[src/hdl/fibre_pkg.sv]
// What this block does
// - Four fibre outputs, each independently selected
// - Five modes: off, A, fallback, B, square
// - Off drives inactive; off is default
// - Mode A: 200 ms pulse only when synchronized
// - Fallback: 200 ms synced, else 1 us local
// - Mode B: 200 ms pulse only when synchronized
// - Square mode: 625 kHz, equal high/low
// - Mode writes refused until password accepted
// - Chosen modes pend until commit accepted
// - New mode applies at next pulse boundary
// - Mode changes disturb no other output
`default_nettype none
package fibre_pkg;
  // ***************************************************************
  // Modes
  // ***************************************************************
  typedef enum logic [2:0] {
    MODE_OFF      = 3'b000,
    MODE_GPS_A    = 3'b001,
    MODE_FALLBACK = 3'b010,
    MODE_GPS_B    = 3'b011,
    MODE_SQUARE   = 3'b100
  } mode_t;

  localparam int NUM_OUTPUTS = 4;
  localparam int MODE_W      = 3;

  typedef struct packed {
    mode_t [NUM_OUTPUTS-1:0] mode;
  } fibre_cfg_t;

  // ***************************************************************
  // Register map (byte addresses)
  // ***************************************************************
  localparam logic [3:0] OFS_UNLOCK = 4'h0;
  localparam logic [3:0] OFS_PEND   = 4'h4;
  localparam logic [3:0] OFS_COMMIT = 4'h8;
  localparam logic [3:0] OFS_STATUS = 4'hC;
  localparam int UNLOCK_BIT    = 0;
  localparam int COMMIT_BIT    = 0;
  localparam int DEFAULTS_BIT  = 1;
  localparam int STAT_ACT_POS  = 0;
  localparam int STAT_SYNC_BIT = 12;
  localparam int STAT_UNL_BIT  = 13;
  localparam int STAT_OUT_POS  = 16;
  localparam logic [15:0] UNLOCK_KEY_DEFAULT = 16'hA5A5; // Arbitrary value
  localparam fibre_cfg_t CFG_RESET = '{mode: {NUM_OUTPUTS{MODE_OFF}}};

  // ***************************************************************
  // Timing
  // ***************************************************************
  localparam longint CLK_HZ      = 40_000_000;
  localparam longint PULSE_MS    = 200;
  localparam longint LOCAL_US    = 1;
  localparam longint SQUARE_HZ   = 625_000;
  localparam int     PULSE_CYC   = int'(CLK_HZ / 1000 * PULSE_MS);
  localparam int     LOCAL_CYC   = int'(CLK_HZ / 1_000_000 * LOCAL_US);
  localparam int     SQ_HALF_CYC = int'(CLK_HZ / (2 * SQUARE_HZ));
  localparam int     CNT_W       = 24;
endpackage : fibre_pkg
`default_nettype wire

[src/hdl/fibre_pulse_output_selector.sv]
`default_nettype none
module fibre_pulse_output_selector
  import fibre_pkg::*;
#(
  parameter int          PULSE_CYCLES = PULSE_CYC,         // Long pulse width in clocks
  parameter logic [15:0] UNLOCK_KEY   = UNLOCK_KEY_DEFAULT  // Level-1 key, arbitrary value
) (
  input  wire logic                   clk,            // 40 MHz clock
  input  wire logic                   rst_n,          // Async reset, active low
  input  wire logic [3:0]             address,        // Avalon byte address
  input  wire logic                   read,           // Avalon read
  input  wire logic                   write,          // Avalon write
  input  wire logic [3:0]             byteenable,     // Avalon byte lanes
  input  wire logic [31:0]            writedata,      // Avalon write data
  output logic [31:0]                 readdata,       // Avalon read data
  output logic                        waitrequest,    // Avalon stall
  input  wire logic                   ppsTick,        // Local one-second tick pin
  input  wire logic                   syncLocked,     // Receiver synchronized pin
  output logic [NUM_OUTPUTS-1:0]      fibreOut        // Fibre driver outputs, high = light
);

  // ***************************************************************
  // Tick synchroniser
  // ***************************************************************
  // Three flops: the first may go metastable, a level counts only
  // once the second and third agree, so one glitch never makes a tick.
  logic [2:0] tickSync_r;
  logic       tickLvl_r;
  wire        tickAgree = (tickSync_r[1] == tickSync_r[2]);

  always_ff @(posedge clk or negedge rst_n) begin
    if (!rst_n) begin
      tickSync_r <= 3'h0;
    end else begin
      tickSync_r <= {tickSync_r[1:0], ppsTick};
    end
  end

  always_ff @(posedge clk or negedge rst_n) begin
    if (!rst_n) begin
      tickLvl_r <= 1'b0;
    end else if (tickAgree) begin
      tickLvl_r <= tickSync_r[2];
    end
  end

  // Qualified rising edge, one cycle wide; the level resets to the
  // idle level of the pin so no false tick follows reset.
  wire tickRise = tickAgree && tickSync_r[2] && !tickLvl_r;

  // ***************************************************************
  // Lock synchroniser
  // ***************************************************************
  // Sync status follows the pin with about four cycles of lag.
  logic [2:0] lockSync_r;
  logic       lockLvl_r;
  wire        lockAgree = (lockSync_r[1] == lockSync_r[2]);

  always_ff @(posedge clk or negedge rst_n) begin
    if (!rst_n) begin
      lockSync_r <= 3'h0;
    end else begin
      lockSync_r <= {lockSync_r[1:0], syncLocked};
    end
  end

  always_ff @(posedge clk or negedge rst_n) begin
    if (!rst_n) begin
      lockLvl_r <= 1'b0;
    end else if (lockAgree) begin
      lockLvl_r <= lockSync_r[2];
    end
  end

  wire synced = lockLvl_r;

  // ***************************************************************
  // Bus handshake
  // ***************************************************************
  // One wait cycle: the first cycle of every access stalls while the
  // read mux is captured, the second completes it.
  // Back-to-back accesses are allowed; each takes two cycles.
  logic ack_r;
  wire  access    = read || write;
  wire  accessNew = access && !ack_r;
  wire  doWrite   = write && ack_r;

  assign waitrequest = accessNew;

  always_ff @(posedge clk or negedge rst_n) begin
    if (!rst_n) begin
      ack_r <= 1'b0;
    end else begin
      ack_r <= accessNew;
    end
  end

  // ***************************************************************
  // Address decode
  // ***************************************************************
  // Decode is purely combinational; only the registers below hold state.
  logic unlocked_r;
  wire  selUnlock  = (address == OFS_UNLOCK);
  wire  selPend    = (address == OFS_PEND);
  wire  selCommit  = (address == OFS_COMMIT);
  wire  selStatus  = (address == OFS_STATUS);
  wire  keyMatch   = (byteenable[1:0] == 2'b11) && (writedata[15:0] == UNLOCK_KEY);
  wire  unlockWr   = doWrite && selUnlock;
  wire  pendWr     = doWrite && selPend && unlocked_r;
  wire  commitWr   = doWrite && selCommit && byteenable[0] && writedata[COMMIT_BIT];
  // Restoring defaults only rewrites the pending set; it still needs a commit.
  wire  defaultsWr = doWrite && selCommit && byteenable[0] && unlocked_r
                     && writedata[DEFAULTS_BIT];

  // Any write to the unlock offset relocks unless it carries the key.
  // The unlock bit is what gates every pending write.
  always_ff @(posedge clk or negedge rst_n) begin
    if (!rst_n) begin
      unlocked_r <= 1'b0;
    end else if (unlockWr) begin
      unlocked_r <= keyMatch;
    end
  end

  // ***************************************************************
  // Pending modes
  // ***************************************************************
  fibre_cfg_t  pendNxt;
  fibre_cfg_t  pend_r;
  logic [11:0] pendOld;
  logic [11:0] pendMix;

  // Lane 0 carries bits 7:0, lane 1 bits 11:8; other lanes are ignored.
  assign pendOld       = pend_r;
  assign pendMix[7:0]  = byteenable[0] ? writedata[7:0]  : pendOld[7:0];
  assign pendMix[11:8] = byteenable[1] ? writedata[11:8] : pendOld[11:8];
  assign pendNxt       = fibre_cfg_t'(pendMix);

  always_ff @(posedge clk or negedge rst_n) begin
    if (!rst_n) begin
      pend_r <= CFG_RESET;
    end else if (defaultsWr) begin
      pend_r <= CFG_RESET;
    end else if (pendWr) begin
      pend_r <= pendNxt;
    end
  end

  // ***************************************************************
  // Read path
  // ***************************************************************
  fibre_cfg_t  act_r;
  logic [31:0] statusWord;
  logic [31:0] rdMux;

  assign statusWord[STAT_ACT_POS +: 12]          = act_r;
  assign statusWord[STAT_SYNC_BIT]               = synced;
  assign statusWord[STAT_UNL_BIT]                = unlocked_r;
  assign statusWord[15:14]                       = 2'b00;
  assign statusWord[STAT_OUT_POS +: NUM_OUTPUTS] = fibreOut;
  assign statusWord[31:20]                       = 12'h000;

  // Data is captured in the stall cycle so that it already stands at the
  // edge where the master sees waitrequest low.
  // Write-only and unmapped offsets read as zero.
  assign rdMux = selUnlock ? {31'h0000_0000, unlocked_r} :
                 selPend   ? {20'h00000, pend_r} :
                 selStatus ? statusWord : 32'h0000_0000;

  always_ff @(posedge clk or negedge rst_n) begin
    if (!rst_n) begin
      readdata <= 32'h0000_0000;
    end else if (read && accessNew) begin
      readdata <= rdMux;
    end
  end

  // ***************************************************************
  // Shared square wave timebase
  // ***************************************************************
  // One timebase for all outputs: every output in test mode shows the
  // same phase, at the cost of a start deferred to a low half.
  // The half period is a whole number of clocks at this clock rate.
  localparam int SQ_W = $clog2(SQ_HALF_CYC);
  logic [SQ_W-1:0] sqCnt_r;
  logic            sqWave_r;
  wire             sqWrap = (sqCnt_r == SQ_W'(SQ_HALF_CYC - 1));

  always_ff @(posedge clk or negedge rst_n) begin
    if (!rst_n) begin
      sqCnt_r <= '0;
    end else if (sqWrap) begin
      sqCnt_r <= '0;
    end else begin
      sqCnt_r <= sqCnt_r + 1'b1;
    end
  end

  always_ff @(posedge clk or negedge rst_n) begin
    if (!rst_n) begin
      sqWave_r <= 1'b0;
    end else if (sqWrap) begin
      sqWave_r <= !sqWave_r;
    end
  end

  // ***************************************************************
  // Per-output mode application and pulse generation
  // ***************************************************************
  logic [NUM_OUTPUTS-1:0] applyReq_r;
  logic [NUM_OUTPUTS-1:0] applyNow;
  logic [NUM_OUTPUTS-1:0] pulseOn;
  logic [CNT_W-1:0]       pulseCnt_r [NUM_OUTPUTS];

  // Each output has private state, so committing one output never
  // touches the timing of another or of anything else on the tick.
  for (genvar i = 0; i < NUM_OUTPUTS; i++) begin : g_out
    mode_t            curMode;
    logic             isOff;
    logic             isSquare;
    logic             syncOnly;
    logic             busy;
    logic [CNT_W-1:0] startWidth;

    assign curMode    = act_r.mode[i];
    assign isOff      = (curMode == MODE_OFF);
    assign isSquare   = (curMode == MODE_SQUARE);
    assign syncOnly   = (curMode == MODE_GPS_A) || (curMode == MODE_GPS_B);
    assign pulseOn[i] = (pulseCnt_r[i] != '0);

    // Boundary: no pulse running and the shared square wave in its low
    // half, so a change never shortens a pulse or a square half.
    assign busy        = pulseOn[i] || sqWave_r;
    assign applyNow[i] = applyReq_r[i] && !busy && !tickRise;

    // The count is fixed at the tick; a later sync loss cuts only the mode A and B output.
    // Codes 5 to 7 get no width, so they stay dark like off.
    always_comb begin
      case (curMode)
        MODE_GPS_A,
        MODE_GPS_B:    startWidth = synced ? CNT_W'(PULSE_CYCLES) : '0;
        MODE_FALLBACK: startWidth = synced ? CNT_W'(PULSE_CYCLES)
                                           : CNT_W'(LOCAL_CYC);
        MODE_OFF:      startWidth = '0;
        MODE_SQUARE:   startWidth = '0;
        default:       startWidth = '0;
      endcase
    end

    always_ff @(posedge clk or negedge rst_n) begin
      if (!rst_n) begin
        pulseCnt_r[i] <= '0;
      end else if (tickRise) begin
        pulseCnt_r[i] <= startWidth;
      end else if (pulseOn[i]) begin
        pulseCnt_r[i] <= pulseCnt_r[i] - 1'b1;
      end
    end

    // A sync-only pulse is cut as soon as sync is lost.
    always_ff @(posedge clk or negedge rst_n) begin
      if (!rst_n) begin
        fibreOut[i] <= 1'b0;
      end else if (isOff) begin
        fibreOut[i] <= 1'b0;
      end else if (isSquare) begin
        fibreOut[i] <= sqWave_r;
      end else begin
        fibreOut[i] <= pulseOn[i] && !(syncOnly && !synced);
      end
    end
  end

  // ***************************************************************
  // Commit of pending modes
  // ***************************************************************
  // Commit reaches every output at once; each output then takes its new
  // mode at its own next boundary.
  wire [NUM_OUTPUTS-1:0] commitAll = {NUM_OUTPUTS{commitWr}};

  // A commit in the same cycle as an apply keeps the request alive.
  always_ff @(posedge clk or negedge rst_n) begin
    if (!rst_n) begin
      applyReq_r <= '0;
    end else begin
      applyReq_r <= (applyReq_r & ~applyNow) | commitAll;
    end
  end

  always_ff @(posedge clk or negedge rst_n) begin
    if (!rst_n) begin
      act_r <= CFG_RESET;
    end else begin
      for (int j = 0; j < NUM_OUTPUTS; j++) begin
        if (applyNow[j]) begin
          act_r.mode[j] <= pend_r.mode[j];
        end
      end
    end
  end

endmodule : fibre_pulse_output_selector
`default_nettype wire

[config.mk]
export PLATFORM = sky130hd
export DESIGN_NAME = fibre_pulse_output_selector
export DESIGN_NICKNAME = d
export VERILOG_FILES = /design/src/hdl/fibre_pkg.sv /design/src/hdl/fibre_pulse_output_selector.sv
export SDC_FILE = /design/constraint.sdc
export NUM_CORES = 1
export LEC_CHECK = 0
export BUFFER_PORTS_ARGS = -buffer_cell sky130_fd_sc_hd__buf_2
export CELL_PAD_IN_SITES_DETAIL_PLACEMENT = 0
export CELL_PAD_IN_SITES_GLOBAL_PLACEMENT = 2
export CORE_MARGIN = 4
export CORE_UTILIZATION = 30
export CTS_CLUSTER_DIAMETER = 60
export DETAILED_ROUTE_END_ITERATION = 12
export PLACE_DENSITY = 0.77
export RECOVER_POWER = 50
export REMOVE_ABC_BUFFERS = 1
export SYNTH_ARGS = -nofsm -noshare
export SYNTH_HDL_FRONTEND = slang
export SYNTH_SLANG_ARGS = --single-unit
[constraint.sdc]
create_clock -name clk -period 2.7 [get_ports clk]
set_input_delay 0.675 -clock clk [delete_from_list [all_inputs] [get_ports clk]]
set_output_delay 0.675 -clock clk [all_outputs]
set_load 0.05 [all_outputs]
==> impl_metrics.yaml, run 1 <==
yosys:
  yosysUniqueCellTypes: 55
  fraction_of_registers_with_async_set_or_reset_after_synthesis_pct: 100.0
  synthMuxAreaShare_pct: 2.795
  simple_gate_share_of_the_synthesized_area_pct: 22.95
  ys.warnings.count: 0
  seq_area_frac_synth_pct: 49.48
  synth_area_in_adders_pct: 1.802
  yosys_most_used_dff: "dfrtp_1"
  post-synth-top-area-cell: "dfrtp_1"
  post_synth_inst_count: 852
  synthesis.area_per_instance_um2: 9.616
  yosys.area.top_type_share_pct: 49.48
  compound_cell_area_share_of_the_yosys_netlist_pct: 12.52
  syn-cell-area_um2: 8193
  synth_top_cells_by_area: "dfrtp_1 (49%), nor2_1 (4.9%), xor2_1 (4.0%), o21ai_0 (3.5%), a21oi_1 (3.1%)"
  number_of_flops_mapped_to_enable_cells_by_yosys: 0
  dominant_combinational_cell_family_by_area_after_synthesis: "simple AND/OR/NAND/NOR gates"
  synth-seq-cells: 162
  synth_xor_xnor_area_share_pct: 7.056
timing:
  worst_slew_pin_slew_ps: 1615
  final_hold_viol_count: 0
  fmax_mhz: 427.9
  finalSetupViolCount: 0
  relSlewSlack_pct: -7.692
  drv_slew: 56
  period_share_pct: 86.55
  unrepaired_setup_endpoints_after_global_routing: "false"
  hold_slack_ps: 353.1
  timing.clock.skew_ps: 15.72
  finalCriticalPeriod_ps: 2337
place:
  buffer_ports.inserted: 50
  gpl.final_weighted_congestion: 0.7701
  place_hpwl_um: 14450
worst_setup_path:
  reg2reg_setup_slack_ps: 360
  critPathCaptureType: "flip-flop"
  cp.arrival_ps: 2690
  r2r_end: "pulseCnt_r[62]"
  reg2reg_depth: 5
  worst_r2r_startpoint: "pulseCnt_r[52]"
  crit_path_start_kind: "flip-flop"
  cp_data_required_time_ps: 3050
  path_max_fanout: 6
  setup.worst_path.class: "flip-flop to flip-flop"
clock_tree:
  cts_tree: "built"
  post_cts_resize_count: 0
  clk_path_buf_depth: 2
  cts_inserted_buffers: 17
  clock_pin_transition_on_the_worst_setup_and_hold_timing_paths_ps: 60
  h-tree-depth: 4
  cts.sink_count: 162
  cts_hold_bufs: 0
  ctsRootBufferMaster: "clkbuf_16"
  worst_skew_pair.late_latency_ps: 420
  cts_setup_buffers: 0
worst_hold_path:
  worstHoldEndpoint: "tickSync_r[0]"
  worst_hold_path.num_cells: 1
  timing.hold.worst.start: "ppsTick"
  worstHoldPathType: "input port to flip-flop"
global_routing:
  grt-busiest-layer: "met2"
  grt_util_met2_pct: 21.15
  grt_max_degree: 58
  groute.usage.overall_pct: 14.19
  grt_util_met1_pct: 20.98
  vias_in_the_first_global_route: 6454
  antenna_found_initial: 0
  grt_use_met3_pct: 2.814
  gr-total-overflow: 0
  grt_first_pass_wirelength_um: 34850
status:
  outcome: "complete, but fails checks"
  failed_checks: "max-capacitance violations, max-slew violations"
finish:
  multiInputGateArea_um2: 3943
  seq_area_um2: 4054
  layout-drive-gt1-share_pct: 14.84
  post-route-util_pct: 35.40
  nNetsFinal: 976
  area_growth_syn_to_layout_pct: 16.11
  fillCellCount: 2772
  num_antenna_cells: 0
floorplanning:
  die-height_um: 173.3
  number_of_top_level_pins: 83
  starting_density_of_the_core_pct: 30.48
  rows: 60
  die_x_um: 173.3
  dieArea_um2: 30020
  core_area_um2: 26880
detailed_routing:
  detailedRoute.firstIterationViolations: 339
  route.antenna.remaining_nets: 0
  detail_route.vias_per_cell: 5.109
  avg_wl_per_cell_um: 16.36
  vias: 6493
  detail_route.drc_violations: 0
  postRouteWirelength_um: 20790
  detailedRoute.firstPassIterationCount: 5
pwr:
  power.density_cell_area_nw_per_um2: 989.9
  total_leakage_power_nw: 4.182
  peakVddDrop_uv: 323.7
flow_run:
  cap_viol_max_count: 1
-- area by class of cell --
type	count	area share, %
Sequential cell	162	42.61
Multi-Input combinational cell	644	41.44
Timing Repair Buffer	84	5.432
Clock buffer	20	4.696
Clock inverter	10	0.9338
Tap cell	341	4.485
Inverter	10	0.3946
-- placed cells by master (no fill, tap or decap), types with 7 or more instances in the layout --
cell type,count
a211oi_1,7
a21oi_1,51
a22o_1,7
a22oi_1,12
buf_2,49
buf_4,28
clkbuf_16,17
conb_1,14
dfrtp_1,162
ha_1,11
inv_1,10
mux2_2,15
nand2_1,61
nand2b_1,10
nand3_1,18
nand4_1,14
nor2_1,107
nor3_1,34
nor4_1,30
o21ai_0,57
or3_1,24
or4_1,14
xnor2_1,29
xor2_1,37
-- how the worst max path moves through the flow --
stage / from / end / cells after the start
after global placement: pulseCnt_r[52] / pulseCnt_r[62] / 5
final: pulseCnt_r[52] / pulseCnt_r[62] / 5
after global routing: rst_n / pulseCnt_r[83] / 2
after CTS: pulseCnt_r[52] / pulseCnt_r[62] / 5
after floorplan: tickSync_r[1] / pulseCnt_r[41] / 5
after detailed placement: pulseCnt_r[53] / pulseCnt_r[62] / 5
-- routing by layer --
metal	up-vias	share of wire, %
met4	0	1.3
li1	3191	-
met5	-	0
met1	3152	51
met3	17	4.1
met2	133	44
-- critical path: stages (launching register included) --
cell and delay (ps):
dfrtp_1 440, or4_4 590, or3_4 370, or4_1 420, or3_1 320, a21oi_1 140
-- sequential cells by signal, indices dropped and copies added (netlist names) --
signal	cells
ack_r	1
applyReq_r	4
fibreOut	4
g_out.curMode	12
lockLvl_r	1
lockSync_r	3
pendOld	12
pulseCnt_r	96
readdata	18
sqCnt_r	5
sqWave_r	1
tickLvl_r	1
tickSync_r	3
unlocked_r	1
-- report_power, final --
part | internal (mW) | switching, mW
clock network | 1.28 | 0.969
registers | 3.04 | 0.668
logic | 1.49 | 1.98
total | 5.80 | 3.61
-- Yosys cell counts (3+ instances only) --
cell      number
a211oi_1       7
a21oi_1       51
a22o_1         7
a22oi_1       12
a31oi_1        5
and3_1         5
buf_4         14
clkbuf_1      33
dfrtp_1      162
ha_1          11
inv_1         10
mux2_2        15
mux2i_1        6
nand2_1       61
nand2b_1      10
nand3_1       18
nand3b_1       4
nand4_1       14
nand4b_1       5
nor2_1       107
nor2b_1        6
nor3_1        34
nor3b_1        6
nor4_1        30
nor4b_1        6
nor4bb_1       4
o211ai_1       6
o21a_1         4
o21ai_0       57
o31ai_1        5
or2_2          3
or3_1         24
or3b_2         4
or4_1         14
xnor2_1       29
xor2_1        37
-- kinds of logic after synthesis --
logic type      count (synthesis)
buf+inv                        59
fa+ha+maj                      12
mux                            21
simple gates                  361
other cells                     1
flops                         162
compound gates                170
xor+xnor                       66
-- stage by stage --
step                area, um2  total power [mW]  setup slack (ps)  std cells  setup TNS (ps)
floorplan                8005             6.098             -1101        816          -64660
global placement         8997             7.188             385.9       1241               0
detailed placement       8997             7.208             390.4       1241               0
CTS                      9533             9.525             365.8       1271               0
global route             9513             10.17             176.7       1271               0
finish                   9513             9.417             363.1       1271               0
Note: power is estimated with default switching activity, not from simulation.
==> run 2: changes to the inputs <==
- PLACE_DENSITY: 0.77 -> not set
- PLACE_DENSITY_LB_ADDON: not set -> 0.1
==> run 2 against run 1 <==
The flow still finishes with violations (max-capacitance violations, max-slew violations); via count increased by 0.95%; critical path depth increased by 1; final area increased by 0.47%; clock power increased by 6%; hold slack got worse by 3.4 ps; sequential power about the same; global-route usage increased by 1.1 points; worst setup slack got worse by 40 ps; first-iteration DRC count increased by 2.7%; routed wire length increased by 8.6%; critical endpoint is now pulseCnt_r[70]; largest power group unchanged.
==> impl_metrics.yaml, run 2 (synthesized netlist as in run 1, its figures left out) <==
finish:
  fillCellCount: 2772
  num_antenna_cells: 0
  final_area_um2: 9558
  nNetsFinal: 979
  layout_common_cells: "dfrtp_1 (162), nor2_1 (107), nand2_1 (61)"
  area_growth_syn_to_layout_pct: 16.66
  largest_reg_flops: 96
  layout_top_registers: "pulseCnt_r: 96 flops, readdata: 18 flops"
  layout-drive-gt1-share_pct: 15.29
  post-route-util_pct: 35.56
  register_name_with_the_most_flops: "pulseCnt_r"
  layout_commonest_cell: "dfrtp_1"
global_routing:
  gr-total-overflow: 0
  antenna_found_initial: 0
  grt_first_pass_wirelength_um: 36910
  vias_in_the_first_global_route: 6568
  grt_max_degree: 71
  groute.usage.overall_pct: 15.29
timing:
  finalCriticalPeriod_ps: 2377
  unrepaired_setup_endpoints_after_global_routing: "false"
  period_share_pct: 88.02
  drv_slew: 58
  layout_setup_ws_ps: 323.4
  worst_slew_pin_slew_ps: 1622
  final_hold_viol_count: 0
  relSlewSlack_pct: -8.145
  timing.clock.skew_ps: 14.27
  fmax_mhz: 420.8
  finalSetupViolCount: 0
worst_setup_path:
  crit_path_start_kind: "flip-flop"
  cp_data_required_time_ps: 2990
  cp_max_stage_delay_ps: 520
  crit_path_top_delay_cell: "nor4_1"
  critical-path-top-delay-family: "simple AND/OR/NAND/NOR gates"
  path_max_fanout: 8
  setup.worst_path.class: "flip-flop to flip-flop"
  critPathCaptureType: "flip-flop"
  cp.arrival_ps: 2670
  path_buf_inv: 1
  timing.critical_path.cells: "nor4_1 > nand4_1 > or2_2 > a21boi_0 > buf_4 > a21oi_1"
detailed_routing:
  detailedRoute.firstPassIterationCount: 4
  detail_route.vias_per_cell: 5.137
  route.antenna.remaining_nets: 0
  detail_route.drc_violations: 0
  postRouteWirelength_um: 22580
  detailedRoute.firstIterationViolations: 348
  vias: 6555
  avg_wl_per_cell_um: 17.69
place:
  place_hpwl_um: 15960
  placement_setup_slack_ps: 315.0
  place_area_um2: 9032
  gpl.final_weighted_congestion: 0.7890
  buffer_ports.inserted: 50
clock_tree:
  clk_path_buf_depth: 2
  cts_tree: "built"
  h-tree-depth: 4
  cts_inserted_buffers: 17
  ctsRootBufferMaster: "clkbuf_16"
  worst_skew_pair.late_latency_ps: 430
  clock_pin_transition_on_the_worst_setup_and_hold_timing_paths_ps: 70
  cts.sink_count: 162
  cts_setup_buffers: 0
  cts_hold_bufs: 0
  post_cts_resize_count: 0
pwr:
  pwr-share-seq_pct: 38.5
  netSwitchingPower_mw: 3.866
  p_int_mw: 5.780
  total_leakage_power_nw: 4.214
  combinationalPowerShare_pct: 36.8
  clkPwrFrac_pct: 24.7
  power.density_cell_area_nw_per_um2: 1009
  p_sw_share_pct: 40.08
  peakVddDrop_uv: 376.4
floorplanning:
  number_of_top_level_pins: 83
  starting_density_of_the_core_pct: 30.48
  dieArea_um2: 30020
  die_x_um: 173.3
  die-height_um: 173.3
  core_area_um2: 26880
  rows: 60
worst_hold_path:
  worstHoldPathType: "flip-flop to flip-flop"
status:
  failed_checks: "max-capacitance violations, max-slew violations"
  outcome: "complete, but fails checks"
flow_run:
  cap_viol_max_count: 1
-- run 2: changes by cell type in the layout (fill, tap and decap cells not counted), sizes merged --
cell	change
inv	+12
clkinv	-3
clkinvlp	-3
buf	+1
bufinv	-1
clkbuf	-1
-- run 2: cell type report --
| cell class | instances | area [um2] | area share (%) |
|---|---|---|---|
| sequential | 162 | 4054 | 42.41 |
| multi-input combinational | 644 | 3928 | 41.09 |
| timing repair buffer | 87 | 550.5 | 5.760 |
| tap | 341 | 426.7 | 4.464 |
| clock buffer | 17 | 425.4 | 4.451 |
| clock inverter | 15 | 136.4 | 1.427 |
| inverter | 10 | 37.54 | 0.3927 |
-- run 2: per-layer routing --
metal / wire length [um] / vias to the layer above / global-route usage (%)
li1: - / 3183 / -
met2: 10560 / 100 / 24.64
met5: 0 / - / 0
met1: 11230 / 3261 / 21.74
met4: 187 / 0 / 3.126
met3: 604 / 11 / 2.726
-- run 2: worst reg2reg max path: stages, from the launching register on --
cell and delay, ps:
dfrtp_1 420, nor4_1 520, nand4_1 420, or2_2 470, a21boi_0 200, buf_4 170, a21oi_1 50
-- run 2: power groups by stage --
stage | registers (mW) | logic (mW) | clock network [mW]
after CTS | 3.71 | 3.59 | 2.47
after floorplan | 3.58 | 2.52 | 0
final | 3.71 | 3.55 | 2.38
after detailed placement | 3.75 | 3.57 | 0
after global placement | 3.74 | 3.52 | 0
after global routing | 3.82 | 4.07 | 2.57
-- run 2: path summary, 6_finish.rpt --
kind,start,to,slack (ps),cells after the start
hold / removal,lockSync_r[0],lockSync_r[1],350,0
setup / recovery,pulseCnt_r[64],pulseCnt_r[70],320,6
setup reg to reg,pulseCnt_r[64],pulseCnt_r[70],320,6
hold reg to reg,lockSync_r[0],lockSync_r[1],350,0
max in group asynchronous,rst_n,pendOld[10],810,2
min in group asynchronous,rst_n,pulseCnt_r[90],630,1
-- run 2: metrics by stage --
| step | power (mW) | instances | setup TNS (ps) | hold WS, ps |
|---|---|---|---|---|
| after floorplan | 6.098 | 816 | -64660 | 331.2 |
| after global placement | 7.258 | 1244 | 0 | 344.8 |
| after detailed placement | 7.316 | 1244 | 0 | 335.5 |
| after CTS | 9.779 | 1276 | 0 | 231.5 |
| after global routing | 10.46 | 1276 | 0 | 341.7 |
| final | 9.646 | 1276 | 0 | 349.7 |
==> run 3: changes to the inputs <==
- CORE_UTILIZATION: 30 -> 25
==> run 3 against run 2 <==
The flow still finishes with violations (max-capacitance violations, max-slew violations); die area increased by 19%; sequential cell count is the same; routed wire length grew 5.7%; global-route usage fell by 1.4 points; sequential share of layout area shrank 0.85 points; sequential power is essentially flat.
==> impl_metrics.yaml, run 3 (synthesized netlist as in run 1, its figures left out) <==
status:
  outcome: "complete, but fails checks"
  failed_checks: "max-capacitance violations, max-slew violations"
global_routing:
  grt_util_met1_pct: 21.05
  groute.usage.overall_pct: 13.88
  gr-total-overflow: 0
  grt_max_degree: 47
  antenna_found_initial: 0
  vias_in_the_first_global_route: 6604
  grt_use_met3_pct: 2.563
  grt_first_pass_wirelength_um: 39140
  grt-busiest-layer: "met1"
  grt_util_met2_pct: 20.12
detailed_routing:
  detail_route.vias_per_cell: 4.675
  detailedRoute.firstPassIterationCount: 4
  vias: 6470
  postRouteWirelength_um: 23880
  detailedRoute.firstIterationViolations: 298
  avg_wl_per_cell_um: 17.25
  detail_route.drc_violations: 0
  route.antenna.remaining_nets: 0
timing:
  finalCriticalPeriod_ps: 2333
  timing.clock.skew_ps: 10.39
  unrepaired_setup_endpoints_after_global_routing: "false"
  fmax_mhz: 428.6
  drv_slew: 28
  worst_slew_pin_slew_ps: 1634
  final_hold_viol_count: 0
  relSlewSlack_pct: -8.928
  finalSetupViolCount: 0
  layout_setup_ws_ps: 367.0
  period_share_pct: 86.41
finish:
  area_growth_syn_to_layout_pct: 19.06
  layout_top_registers: "pulseCnt_r: 96 flops, readdata: 18 flops"
  layout.cells.non_filler: 1384
  num_antenna_cells: 0
  register_name_with_the_most_flops: "pulseCnt_r"
  layout_common_cells: "dfrtp_1 (162), nor2_1 (107), nand2_1 (61)"
  nNetsFinal: 986
  largest_reg_flops: 96
  layout-drive-gt1-share_pct: 16.03
  layout_commonest_cell: "dfrtp_1"
pwr:
  clkPwrFrac_pct: 25.4
  p_sw_share_pct: 39.17
  netSwitchingPower_mw: 3.849
  p_int_mw: 5.978
  power.density_cell_area_nw_per_um2: 1008
  total_leakage_power_nw: 4.245
  combinationalPowerShare_pct: 36.9
  pwr-share-seq_pct: 37.7
  peakVddDrop_uv: 428.4
clock_tree:
  clock_pin_transition_on_the_worst_setup_and_hold_timing_paths_ps: 70
  worst_skew_pair.late_latency_ps: 440
  cts_hold_bufs: 0
  cts_setup_buffers: 0
  clk_path_buf_depth: 2
  post_cts_resize_count: 0
  cts_inserted_buffers: 17
  cts.sink_count: 162
  cts_tree: "built"
  h-tree-depth: 4
  ctsRootBufferMaster: "clkbuf_16"
place:
  gpl.final_weighted_congestion: 0.7313
  place_hpwl_um: 17040
  buffer_ports.inserted: 50
  post-place-cells: 1352
  placement_setup_slack_ps: 374.2
worst_setup_path:
  cp_data_required_time_ps: 3060
  path_max_fanout: 6
  setup.worst_path.class: "flip-flop to flip-flop"
  cp.arrival_ps: 2700
  crit_path_start_kind: "flip-flop"
  critPathCaptureType: "flip-flop"
flow_run:
  cap_viol_max_count: 1
floorplanning:
  starting_density_of_the_core_pct: 25.24
  dieArea_um2: 35730
  die_x_um: 189.0
  core_area_um2: 32450
  die-height_um: 189.0
  rows: 66
  number_of_top_level_pins: 83
worst_hold_path:
  worstHoldPathType: "input port to asynchronous set/reset pin"
## run 3: cell types whose count changed in the layout (fill, tap and decap cells not counted), sizes merged
cell      delta
bufinv       +2
buf          +9
clkinvlp     +4
clkbuf       -1
inv          -7
## run 3: cell type report
cell class,instances,area (um2)
clock inverter,14,155.1
multi-input combinational,644,3943
fill,3423,22700
tap,442,553.0
clock buffer,18,429.2
timing repair buffer,94,583.1
sequential,162,4054
inverter,10,37.54
## run 3: through the flow
step / setup TNS, ps / hold slack, ps / power (mW) / instance area, um2 / utilization, %
floorplan: -64660 / 331.2 / 6.098 / 8005 / -
global placement: 0 / 335.8 / 7.472 / 9211 / 28.38
detailed placement: 0 / 338.5 / 7.438 / 9211 / 28.38
CTS: 0 / 127.4 / 10.01 / 9796 / 30.18
global route: 0 / 135.6 / 10.67 / 9754 / 30.06
finish: 0 / 114.8 / 9.828 / 9754 / 30.06
## run 3: final timing paths
kind                           startpoint        endpoint  slack [ps]  depth (start not counted)
setup / recovery           pulseCnt_r[52]  pulseCnt_r[62]         370                          5
hold / removal                      rst_n  pulseCnt_r[83]         110                          1
setup reg to reg           pulseCnt_r[52]  pulseCnt_r[62]         370                          5
hold reg to reg             lockSync_r[0]   lockSync_r[1]         350                          0
max in group asynchronous           rst_n  pulseCnt_r[13]         740                          2
min in group clk               syncLocked   lockSync_r[0]         330                          1
## run 3: critical path: stages, from the launching register on
cell	delay [ps]
dfrtp_1	450
or4_4	580
or3_4	370
or4_1	420
or3_1	310
a21oi_1	140
## run 3: metal layers
metal | wire [um] | up-vias
li1 | - | 3199
met2 | 10270 | 79
met5 | 0 | -
met1 | 12700 | 3171
met4 | 308 | 0
met3 | 605 | 21
## run 3: power groups by stage
| stage | registers, mW | logic (mW) | clock network [mW] |
|---|---|---|---|
| final | 3.70 | 3.63 | 2.50 |
| after global routing | 3.83 | 4.16 | 2.68 |
| after CTS | 3.71 | 3.71 | 2.59 |
| after detailed placement | 3.74 | 3.69 | 0 |
| after global placement | 3.76 | 3.71 | 0 |
| after floorplan | 3.58 | 2.52 | 0 |
